### src/cam_params.svh
// register map and field positions of the acceptance mask block
`ifndef CAM_PARAMS_SVH
`define CAM_PARAMS_SVH
`define CAM_ADDR_W 4
`define CAM_DATA_W 16
`define CAM_SETS 3
`define CAM_SID_W 11
`define CAM_EID_W 18
// word index: set n standard at 2n, extended at 2n+1
`define CAM_OFS_BASE 4'h0
`define CAM_OFS_STATUS 4'h8
`define CAM_SID_HI 15
`define CAM_SID_LO 5
`define CAM_MODE_BIT 3
`define CAM_EIDH_HI 1
`define CAM_EIDH_LO 0
`define CAM_SID_IMPL 16'hFFEB
`define CAM_RST_VAL 16'h0000
`define CAM_SET_STRIDE 2
`define CAM_EID_SLOT 1
`define CAM_HIT_BIT 0
`endif

### src/cam_pkg.sv
// types shared by the acceptance mask block
package cam_pkg;
   typedef logic [15:0] cam_word_type;
endpackage

### src/cam_mask.sv
// acceptance mask sets with register port and filter comparison
//
// Chosen here: the address map and the address-and-strobe port.
`include "cam_params.svh"
`timescale 1ns/1ns
`default_nettype none
// Notes on behaviour
// There are three separate mask sets, 0 to 2, each with a standard and an extended mask register.
// A mask bit of one makes the message identifier bit have to equal the filter bit.
// A mask bit of zero makes that identifier bit a don't care.
// The extended mask register holds extended identifier bits 15 to 0 over its full width.
// Unimplemented mask register bits ignore writes and read as zero.
// With match type set the frame format must agree with the filter kind bit, otherwise either format matches.
module cam_mask
   import cam_pkg::*;
#(
   parameter int NSETS = `CAM_SETS
)
(
   // clock and reset
   input wire logic clk,
   input wire logic reset,
   // register port
   input wire logic [`CAM_ADDR_W-1:0] addr,
   input wire logic [`CAM_DATA_W-1:0] wdata,
   input wire logic wr,
   input wire logic rd,
   output logic [`CAM_DATA_W-1:0] rdata,
   // comparison request
   input wire logic cmp_valid,
   input wire logic [1:0] cmp_set,
   input wire logic [`CAM_SID_W-1:0] msg_sid,
   input wire logic [`CAM_EID_W-1:0] msg_eid,
   input wire logic msg_extended,
   input wire logic [`CAM_SID_W-1:0] flt_sid,
   input wire logic [`CAM_EID_W-1:0] flt_eid,
   input wire logic filter_frame_kind,
   // comparison answer
   output logic match_valid,
   output logic match
);
   cam_word_type sid_q [NSETS];
   cam_word_type eid_q [NSETS];
   logic match_d;
   logic hit_q;
   logic [`CAM_SID_W-1:0] sm;
   logic [`CAM_EID_W-1:0] em;
   logic mode;
   logic [`CAM_DATA_W-1:0] rdata_d;
   logic sid_eq;
   logic eid_eq;

   // standard mask writes
   always_ff @(posedge clk)
   begin
      for (int i = 0; i < NSETS; i++)
      begin
         if (reset)
         begin
            sid_q[i] <= `CAM_RST_VAL;
         end
         else if (wr && addr == `CAM_OFS_BASE + 4'(`CAM_SET_STRIDE * i))
         begin
            sid_q[i] <= wdata & `CAM_SID_IMPL;
         end
      end
   end

   // extended mask writes
   always_ff @(posedge clk)
   begin
      for (int i = 0; i < NSETS; i++)
      begin
         if (reset)
         begin
            eid_q[i] <= `CAM_RST_VAL;
         end
         else if (wr && addr == `CAM_OFS_BASE + 4'(`CAM_SET_STRIDE * i + `CAM_EID_SLOT))
         begin
            eid_q[i] <= wdata;
         end
      end
   end

   // read mux; unmapped reads zero
   always_comb
   begin
      rdata_d = `CAM_RST_VAL;
      for (int i = 0; i < NSETS; i++)
      begin
         if (addr == `CAM_OFS_BASE + 4'(`CAM_SET_STRIDE * i))
         begin
            rdata_d = sid_q[i];
         end
         if (addr == `CAM_OFS_BASE + 4'(`CAM_SET_STRIDE * i + `CAM_EID_SLOT))
         begin
            rdata_d = eid_q[i];
         end
      end
      if (addr == `CAM_OFS_STATUS)
      begin
         rdata_d[`CAM_HIT_BIT] = hit_q;
      end
   end

   always_ff @(posedge clk)
   begin
      if (reset)
      begin
         rdata <= `CAM_RST_VAL;
      end
      else if (rd)
      begin
         rdata <= rdata_d;
      end
      else
      begin
         rdata <= `CAM_RST_VAL;
      end
   end

   // select mask set; an unused set index masks nothing
   always_comb
   begin
      sm = '0;
      em = '0;
      mode = 1'b0;
      for (int i = 0; i < NSETS; i++)
      begin
         if (cmp_set == 2'(i))
         begin
            sm = sid_q[i][`CAM_SID_HI:`CAM_SID_LO];
            em = {sid_q[i][`CAM_EIDH_HI:`CAM_EIDH_LO], eid_q[i]};
            mode = sid_q[i][`CAM_MODE_BIT];
         end
      end
   end

   // standard identifier field
   cam_field_eq #(
      .WIDTH(`CAM_SID_W)
   ) u_sid_eq (
      .msg_bits(msg_sid),
      .flt_bits(flt_sid),
      .mask_bits(sm),
      .equal(sid_eq)
   );

   // extended identifier field
   cam_field_eq #(
      .WIDTH(`CAM_EID_W)
   ) u_eid_eq (
      .msg_bits(msg_eid),
      .flt_bits(flt_eid),
      .mask_bits(em),
      .equal(eid_eq)
   );

   // combine fields and frame kind
   always_comb
   begin
      match_d = sid_eq;
      if (msg_extended)
      begin
         match_d = sid_eq && eid_eq;
      end
      if (mode && (msg_extended != filter_frame_kind))
      begin
         match_d = 1'b0;
      end
   end

   always_ff @(posedge clk)
   begin
      if (reset)
      begin
         match_valid <= 1'b0;
         match <= 1'b0;
      end
      else
      begin
         match_valid <= cmp_valid;
         match <= cmp_valid && match_d;
      end
   end

   // last comparison result for status read
   always_ff @(posedge clk)
   begin
      if (reset)
      begin
         hit_q <= 1'b0;
      end
      else if (cmp_valid)
      begin
         hit_q <= match_d;
      end
   end
endmodule

// masked equality of one identifier field
module cam_field_eq
   import cam_pkg::*;
#(
   parameter int WIDTH = `CAM_SID_W
)
(
   // operands
   input wire logic [WIDTH-1:0] msg_bits,
   input wire logic [WIDTH-1:0] flt_bits,
   input wire logic [WIDTH-1:0] mask_bits,
   // result
   output logic equal
);
   logic [WIDTH-1:0] diff;

   // only bits with mask zero may differ
   always_comb
   begin
      diff = (msg_bits ^ flt_bits) & mask_bits;
      equal = (diff == '0);
   end
endmodule
`default_nettype wire

### config.mk
export PLATFORM = sky130hd
export DESIGN_NAME = cam_mask
export DESIGN_NICKNAME = d
export VERILOG_FILES = /design/src/cam_pkg.sv /design/src/cam_mask.sv
export VERILOG_INCLUDE_DIRS = /design/src
export SDC_FILE = /design/constraint.sdc
export NUM_CORES = 1
export LEC_CHECK = 0
export BUFFER_PORTS_ARGS = -buffer_cell sky130_fd_sc_hd__buf_2
export CORE_MARGIN = 2
export CORE_UTILIZATION = 45
export DETAILED_ROUTE_END_ITERATION = 7
export GPL_TIMING_DRIVEN = 0
export PLACE_DENSITY = 0.67
export SYNTH_ARGS = -nofsm -noshare
export SYNTH_HDL_FRONTEND = slang
export SYNTH_SLANG_ARGS = --single-unit
### constraint.sdc
create_clock -name clk -period 2.9 [get_ports clk]
set_clock_uncertainty 0.15 [all_clocks]
set_input_delay 0.29 -clock clk [delete_from_list [all_inputs] [get_ports clk]]
set_output_delay 0.29 -clock clk [all_outputs]
set_load 0.1 [all_outputs]
# Word-level counts from Yosys, hierarchy flattened
# Memory sizes are Yosys's and may differ from the RTL's.
# Index checks and enable logic that the tools add are counted.
# op_classes
eq_ne,9
muxes,44
bitwise_logic,11
reduce_logical,14
# op_table
cell,count
$mux 16,9
$mux 18,3
$mux 14,3
$mux 11,3
$mux 1,26
$and 18x18->18,1
$logic_not 18->1,1
$xor 18x18->18,1
$and 11x11->11,1
$logic_not 11->1,1
$xor 11x11->11,1
$logic_and 1x1->1,9
$eq 4x2->1 const B,2
$eq 4x3->1 const B,2
$or 1x1->1,6
$eq 4x1->1 const B,1
$eq 4x4->1 const B,1
$logic_not 4->1,1
$eq 2x1->1 const B,1
$eq 2x2->1 const B,1
$logic_not 2->1,1
$reduce_or 2->1,1
$ne 1x1->1,1
$not 1->1,1
# totals
reg_bits,19
ramBits,90
output_inout_bits,18
elab_cells,84
mem_count,2
# mem_list
memory,words,width,read_ports,rd_ports_with_merged_regs,wr,line,rtl
eid_q,3,16,3,0,3,cam_mask.sv:43,cam_word_type eid_q [NSETS];
sid_q,3,14,3,0,3,cam_mask.sv:42,cam_word_type sid_q [NSETS];

# Longest topological paths before layout
# Gate-level depths: netlist of run 1.
# logic_depth
ltp_word,10
ltp_mapped,9

# Modules after synthesis
# Synthesis of run 1 repeated with hierarchy kept, for this count alone.
# hier_totals
cells_unflattened,498
area_unflattened_um2,5800.6
# modules_own_cells
module,n_inst,cells_per_inst,area_per_inst_um2,seq_area_each_um2
cam_mask,1,450,5395.2,3083.0
cam_field_eq at u_eid_eq,1,31,250.2,0.0
cam_field_eq at u_sid_eq,1,17,155.1,0.0

# Least setup slack after synthesis of run 1
# OpenSTA, ideal clock, no wires.
# synth_path
path_type,input to register
startpoint,input addr[3]
endpoint,memory eid_q[1][0] (netlist bit) (enable)
setup_ps,367
t_arrival_ps,1821
required_ps,2383
slack_ps,562
stages,6
path_cell_list,clkbuf_1 -> nor2_1 -> and3_1 -> clkbuf_1 -> clkbuf_1 -> a21o_1
# synth_rtl
element,line,rtl
start: declaration,cam_mask.sv:24,"input wire logic [`CAM_ADDR_W-1:0] addr,"
end: declaration,cam_mask.sv:43,

==> results of run 1 <==
-- through the flow --
| step | cell area, sq um | setup slack (ps) | instances | utilization, % |
|---|---|---|---|---|
| 4_1_cts | 6770 | 124 | 790 | 54.1 |
| 6_report | 6780 | 41.4 | 791 | 54.2 |
| 5_1_grt | 6780 | 33.7 | 791 | 54.2 |
| 2_1_floorplan | 5740 | 562 | 501 | - |
| 3_5_place_dp | 6460 | -495 | 774 | 51.6 |
| 3_3_place_gp | 6460 | -509 | 774 | 51.6 |
-- metal layers --
metal / part of all wire, % / vias up / track usage [%]
li1: - / 2082 / -
met1: 40 / 2201 / 35.8
met2: 45 / 328 / 42.6
met3: 10 / 67 / 4.22
met4: 4.7 / 0 / 15.4
met5: 0 / - / 0
-- registers in the layout, indices dropped and copies added, names as in the netlist --
register / count
eid_q: 48
rdata: 16
match_valid: 1
sid_q: 42
hit_q: 1
match: 1
-- where the power goes --
group          internal [mW]  switching, mW
Clock                  0.700          0.596
Sequential              1.78         0.0505
Combinational          0.195          0.343
Total                   2.67          0.989
-- layout by cell type (no fill, tap or decap), types with 6 or more instances in the layout --
master,n
a21oi_1,31
a222oi_1,17
a22oi_1,6
and2_1,92
buf_2,108
clkbuf_1,17
clkbuf_16,9
dfxtp_1,19
edfxtp_1,90
mux2_2,9
mux2i_1,17
nand2_1,14
nand2b_1,25
nor2_1,19
nor3_1,11
o21ai_0,17
o22ai_1,9
o2bb2ai_1,6
xnor2_1,22
xor2_1,8
-- logic make-up after synthesis --
kind of cell | count (synthesis)
simple gates | 182
xor+xnor | 30
compound gates | 109
buf+inv | 36
mux | 35
flops | 109
-- worst max path at each step --
stage | from | to | slack, ps | depth (start not counted)
2_1_floorplan | addr[3] | eid_q[1][0]$_SDFFCE_PN0P_ | 560 | 6
3_3_place_gp | addr[3] | eid_q[1][8]$_SDFFCE_PN0P_ | -510 | 6
3_5_place_dp | addr[3] | eid_q[1][11]$_SDFFCE_PN0P_ | -490 | 6
4_1_cts | addr[3] | eid_q[1][4]$_SDFFCE_PN0P_ | 120 | 6
5_1_grt | addr[2] | eid_q[0][2]$_SDFFCE_PN0P_ | 30 | 5
6_report | addr[2] | eid_q[0][2]$_SDFFCE_PN0P_ | 40 | 5
-- repair_timing --
item	CTS	global route
endpoints found under the setup margin	16	26
hold buffers	0	0
gates resized for setup	1	4
-- layout make-up --
type	instances	share of cell area, %
Buffer	31	2.10
Clock buffer	10	3.52
Clock inverter	6	1.05
Inverter	5	0.277
Multi-Input combinational cell	356	36.9
Sequential cell	109	45.5
Tap cell	172	3.17
Timing Repair Buffer	102	7.53
-- worst max-delay path: cells and delay by family --
family	cells	cell delay, ps
buf+inv	3	970
compound gates	1	830
simple gates	1	590
==> results.yml, run 1 <==
worst_setup_path:
  required_ps: 2730
  crit_type: "input pin to flop"
  crit_fanout: 16
  reg2reg_slack_ps: 670
  end_kind: "flop"
  regToRegEndpoint: "match$_SDFF_PP0_"
  critPathMaxStageDelay_ps: 830
  critical_path_arrival_ps: 2690
  path_cells: "buf_2, clkbuf_1, nor3_1, clkbuf_1, a21o_1"
  r2r_cells: 6
  crit_top_cell: "clkbuf_1"
  r2r_start: "eid_q[2][15]$_SDFFCE_PN0P_"
  cp-start-kind: "input pin"
  slowest_stage: "a21o_1"
sta:
  max_slew.worst_pin.slew_ps: 1120
  setup_viol: 0
  finalHoldViolCount: 0
  fin_crit_ps: 2860
  hold_ws_ps: 96.2
  drv_slew: 0
  rsz0062_at_grt: "no"
  slew_headroom_pct: 24.2
  fin_crit_sh_pct: 98.6
  setup_tns_ps: 0
  max_freq_mhz: 350
grt:
  antenna_found_initial: 0
  track_usage_pct: 27.0
  grt_max_degree: 19
  grt.overflow.total: 0
  grt_pass1_wl_mm: 26.0
  grt_pass1_vias: 4538
clock_network:
  numCtsBuffers: 9
  clk_pin_slew_ps: 70
  cts_root_buf: "clkbuf_16"
  htreeDepth: 3
  cts.sinks: 109
  clk_path_buf_depth: 2
  cts_setup_buffers: 0
  clk_latency_ps: 350
  tritoncts: "done"
detailed_routing:
  wl_mm: 18.0
  vias: 4678
  ant_nets: 0
  dr.pass1.iters: 8
  wl_per_cell_um: 22.8
  drc: 0
  via_per_inst: 5.91
  drt_iter0_markers: 696
synth:
  synth-edff-count: 90
  synth_commonest_cells: "92 x and2_1, 90 x edfxtp_1, 31 x a21oi_1"
  yosys_warnings: 0
  yosys-top-cells-area: "edfxtp_1 47%, and2_1 10%, dfxtp_1 6.6%"
  synth-adder-area-share_pct: 0
  synth_cell_type_count: 48
  synthSimpleGateAreaFrac_pct: 18.2
  synth-compound-area-share_pct: 13.6
  synth_area_sq_um: 5740
  yosys.area.top_type_share_pct: 47.1
  synth_top_cell_by_area: "edfxtp_1"
  muxShareOfSynthArea_pct: 7.15
  syn_nets: 588
  synth_top_family_by_area: "simple AND/OR/NAND/NOR gates"
  avgSynthCellArea_sq_um: 11.5
  synthFlopType: "edfxtp_1"
  async_reset_ff_share_pct: 0
  synthCells: 501
  synth_seq_cells: 109
  yosysMostFrequentCell: "and2_1"
  ys_seq_area_share_pct: 53.7
  synth_xor_area_share_pct: 4.58
floorplanning:
  die_area_sq_um: 13700
  fp.coreArea_sq_um: 12500
  io_pins: 105
  die_x_um: 117
  start_util_pct: 45.9
  fp.dieH_um: 117
  core.rowCount: 41
outcome:
  status: "complete, no violations"
worst_hold_path:
  min_path_type: "input pin to flop"
  min_from: "wdata[2]"
  worstHoldPathCells: 2
  worstHoldEndpoint: "eid_q[0][2]$_SDFFCE_PN0P_"
finish:
  fillers: 1133
  regArea_sq_um: 3080
  drive_above_1_share_pct: 23.6
  multi_input_area_sq_um: 2500
  fin_nets: 701
  syn_to_final_growth_pct: 18.1
  antennaDiodeCount: 0
run:
  drv_cap: 0
placement:
  place_hpwl_mm: 12.6
  gp_congestion: 0.888
  io_buffers: 101
power_and_ir_drop:
  power.density_nw_per_um2: 540
  max-vdd-ir-drop_v: 0.000288
  p_leak_nw: 2.58
  power_mw: 3.66
Note: power is estimated with default switching activity, not from simulation.
==> run 2: changes to the inputs <==
--- a/config.mk
+++ b/config.mk
@@ -7,7 +7,6 @@
 export NUM_CORES = 1
 export LEC_CHECK = 0
 export BUFFER_PORTS_ARGS = -buffer_cell sky130_fd_sc_hd__buf_2
-export CORE_MARGIN = 2
 export CORE_UTILIZATION = 45
 export DETAILED_ROUTE_END_ITERATION = 7
 export GPL_TIMING_DRIVEN = 0
==> run 2 against run 1 <==
Effect of this change:
- the run now ends with setup timing left
- maximum frequency fell by 2.5%
- via count barely moved
- register-to-register slack barely moved
- total power fell by 1.7%
- first-iteration DRC count fell by 3.9%
- sequential power barely moved
- die area fell by 3.4%
- clock-buffer cell count rose by 1
- highest routed layer unchanged
==> results.yml, run 2 (synthesis gave the netlist of run 1 again) <==
outcome:
  violations: "setup timing"
  status: "finished with violations"
detailed_routing:
  wl_per_cell_um: 22.8
  vias: 4674
  dr.pass1.iters: 6
  wl_mm: 18.0
  drc: 0
  drt_iter0_markers: 669
  ant_nets: 0
  via_per_inst: 5.95
finish:
  regArea_sq_um: 3080
  final_core_util_pct: 55.3
  multi_input_area_sq_um: 2510
  drive_above_1_share_pct: 22.8
  final_common_cell: "buf_2"
  top_register: "eid_q"
  fin_nets: 700
  largest_registers: "eid_q x48, sid_q x42, rdata x16"
  mostFrequentLayoutCells: "108 x buf_2, 92 x and2_1, 90 x edfxtp_1"
  largest_reg_flops: 48
  antennaDiodeCount: 0
  postLayoutCellArea_sq_um: 6750
  syn_to_final_growth_pct: 17.5
  fillers: 1103
power_and_ir_drop:
  p_leak_nw: 2.56
  power.density_nw_per_um2: 534
  power_mw: 3.60
  max-vdd-ir-drop_v: 0.000246
clock_network:
  cts_root_buf: "clkbuf_16"
  tritoncts: "done"
  cts_setup_buffers: 0
  htreeDepth: 3
  clk_pin_slew_ps: 70
  numCtsBuffers: 9
  clk_latency_ps: 360
  cts.sinks: 109
  clk_path_buf_depth: 2
placement:
  gp_congestion: 0.939
  dpl_cell_area_sq_um: 6460
  place_hpwl_mm: 12.5
  io_buffers: 101
worst_setup_path:
  critPathLaunch: "addr[3]"
  crit_type: "input pin to flop"
  r2r_start: "eid_q[2][6]$_SDFFCE_PN0P_"
  end_kind: "flop"
  cp-start-kind: "input pin"
  crit_fanout: 16
  required_ps: 2740
  critical_path_arrival_ps: 2770
  reg2reg_slack_ps: 680
floorplanning:
  start_util_pct: 47.0
  core.rowCount: 40
  fp.coreArea_sq_um: 12200
  fp.dieH_um: 115
  die_x_um: 115
  die_area_sq_um: 13200
  io_pins: 105
grt:
  antenna_found_initial: 0
  grt_pass1_wl_mm: 25.8
  grt_pass1_vias: 4508
  grt_max_degree: 17
  track_usage_pct: 28.1
  grt.overflow.total: 0
run:
  drv_cap: 0
sta:
  setup_viol: 16
  fin_ws_ps: -30.5
  max_slew.worst_pin.slew_ps: 1130
  max_freq_mhz: 341
  drv_slew: 0
  fin_crit_sh_pct: 101
  fin_crit_ps: 2930
  finalHoldViolCount: 0
  slew_headroom_pct: 23.9
  rsz0062_at_grt: "no"
  hold_ws_ps: 87.8
worst_hold_path:
  min_from: "wdata[4]"
  min_path_type: "input pin to flop"
==> run 2: cell types whose count changed in the layout (fill, tap and decap cells not counted) <==
| cell | delta |
|---|---|
| clkbuf_1 | +4 |
| clkbuf_2 | -3 |
| clkbuf_8 | -1 |
| clkinv_1 | +1 |
| clkinv_2 | +2 |
| clkinv_4 | -2 |
| clkinvlp_4 | -1 |
| inv_6 | -1 |
| nor4_1 | -1 |
| nor4_2 | +1 |
==> run 2: critical path, cell delays in order <==
cell      delay [ps]
clkbuf_1         190
nor2_1           510
and3_1           230
clkbuf_1         280
clkbuf_1         650
a21o_2           610
==> run 2: layer usage <==
metal / GRT usage, % / wire length, um / part of all wire [%]
met1: 35.5 / 7010 / 39
met2: 45.0 / 8430 / 47
met3: 7.33 / 2040 / 11
met4: 13.5 / 481 / 2.7
met5: 0 / 0 / 0
==> run 2: power by group <==
part | switching, mW | leakage, nW | internal (mW)
Clock | 0.569 | 0.137 | 0.665
Combinational | 0.344 | 1.41 | 0.195
Sequential | 0.0490 | 1.02 | 1.78
Total | 0.962 | 2.56 | 2.64
==> run 2: worst paths after layout <==
check                           depth (start not counted)                        end
worst max-delay path                                    6  eid_q[1][7]$_SDFFCE_PN0P_
worst min-delay path                                    2  eid_q[2][4]$_SDFFCE_PN0P_
worst max register to register                          6           match$_SDFF_PP0_
worst min register to register                          1         hit_q$_SDFFE_PP0P_
==> run 2: timing repair <==
action,CTS,global route
hold buffers,0,0
gates resized for setup,1,0
setup endpoints to repair,16,0
==> run 2: metrics by stage <==
step	TNS [ps]	instances	setup slack, ps
floorplan	0	501	562
global placement	-10360	770	-424
detailed placement	-11330	770	-466
CTS	0	786	147
global route	0	786	0.391
finish	-416	786	-30.5
==> run 2: layout make-up <==
type                       count  share of cell area (%)
clock inverter                 5                   0.760
buffer                        31                    2.08
tap                          168                    3.12
timing repair buffer         101                    7.49
inverter                       5                   0.278
sequential                   109                    45.7
clock buffer                  11                    3.45
multi-input combinational    356                    37.1
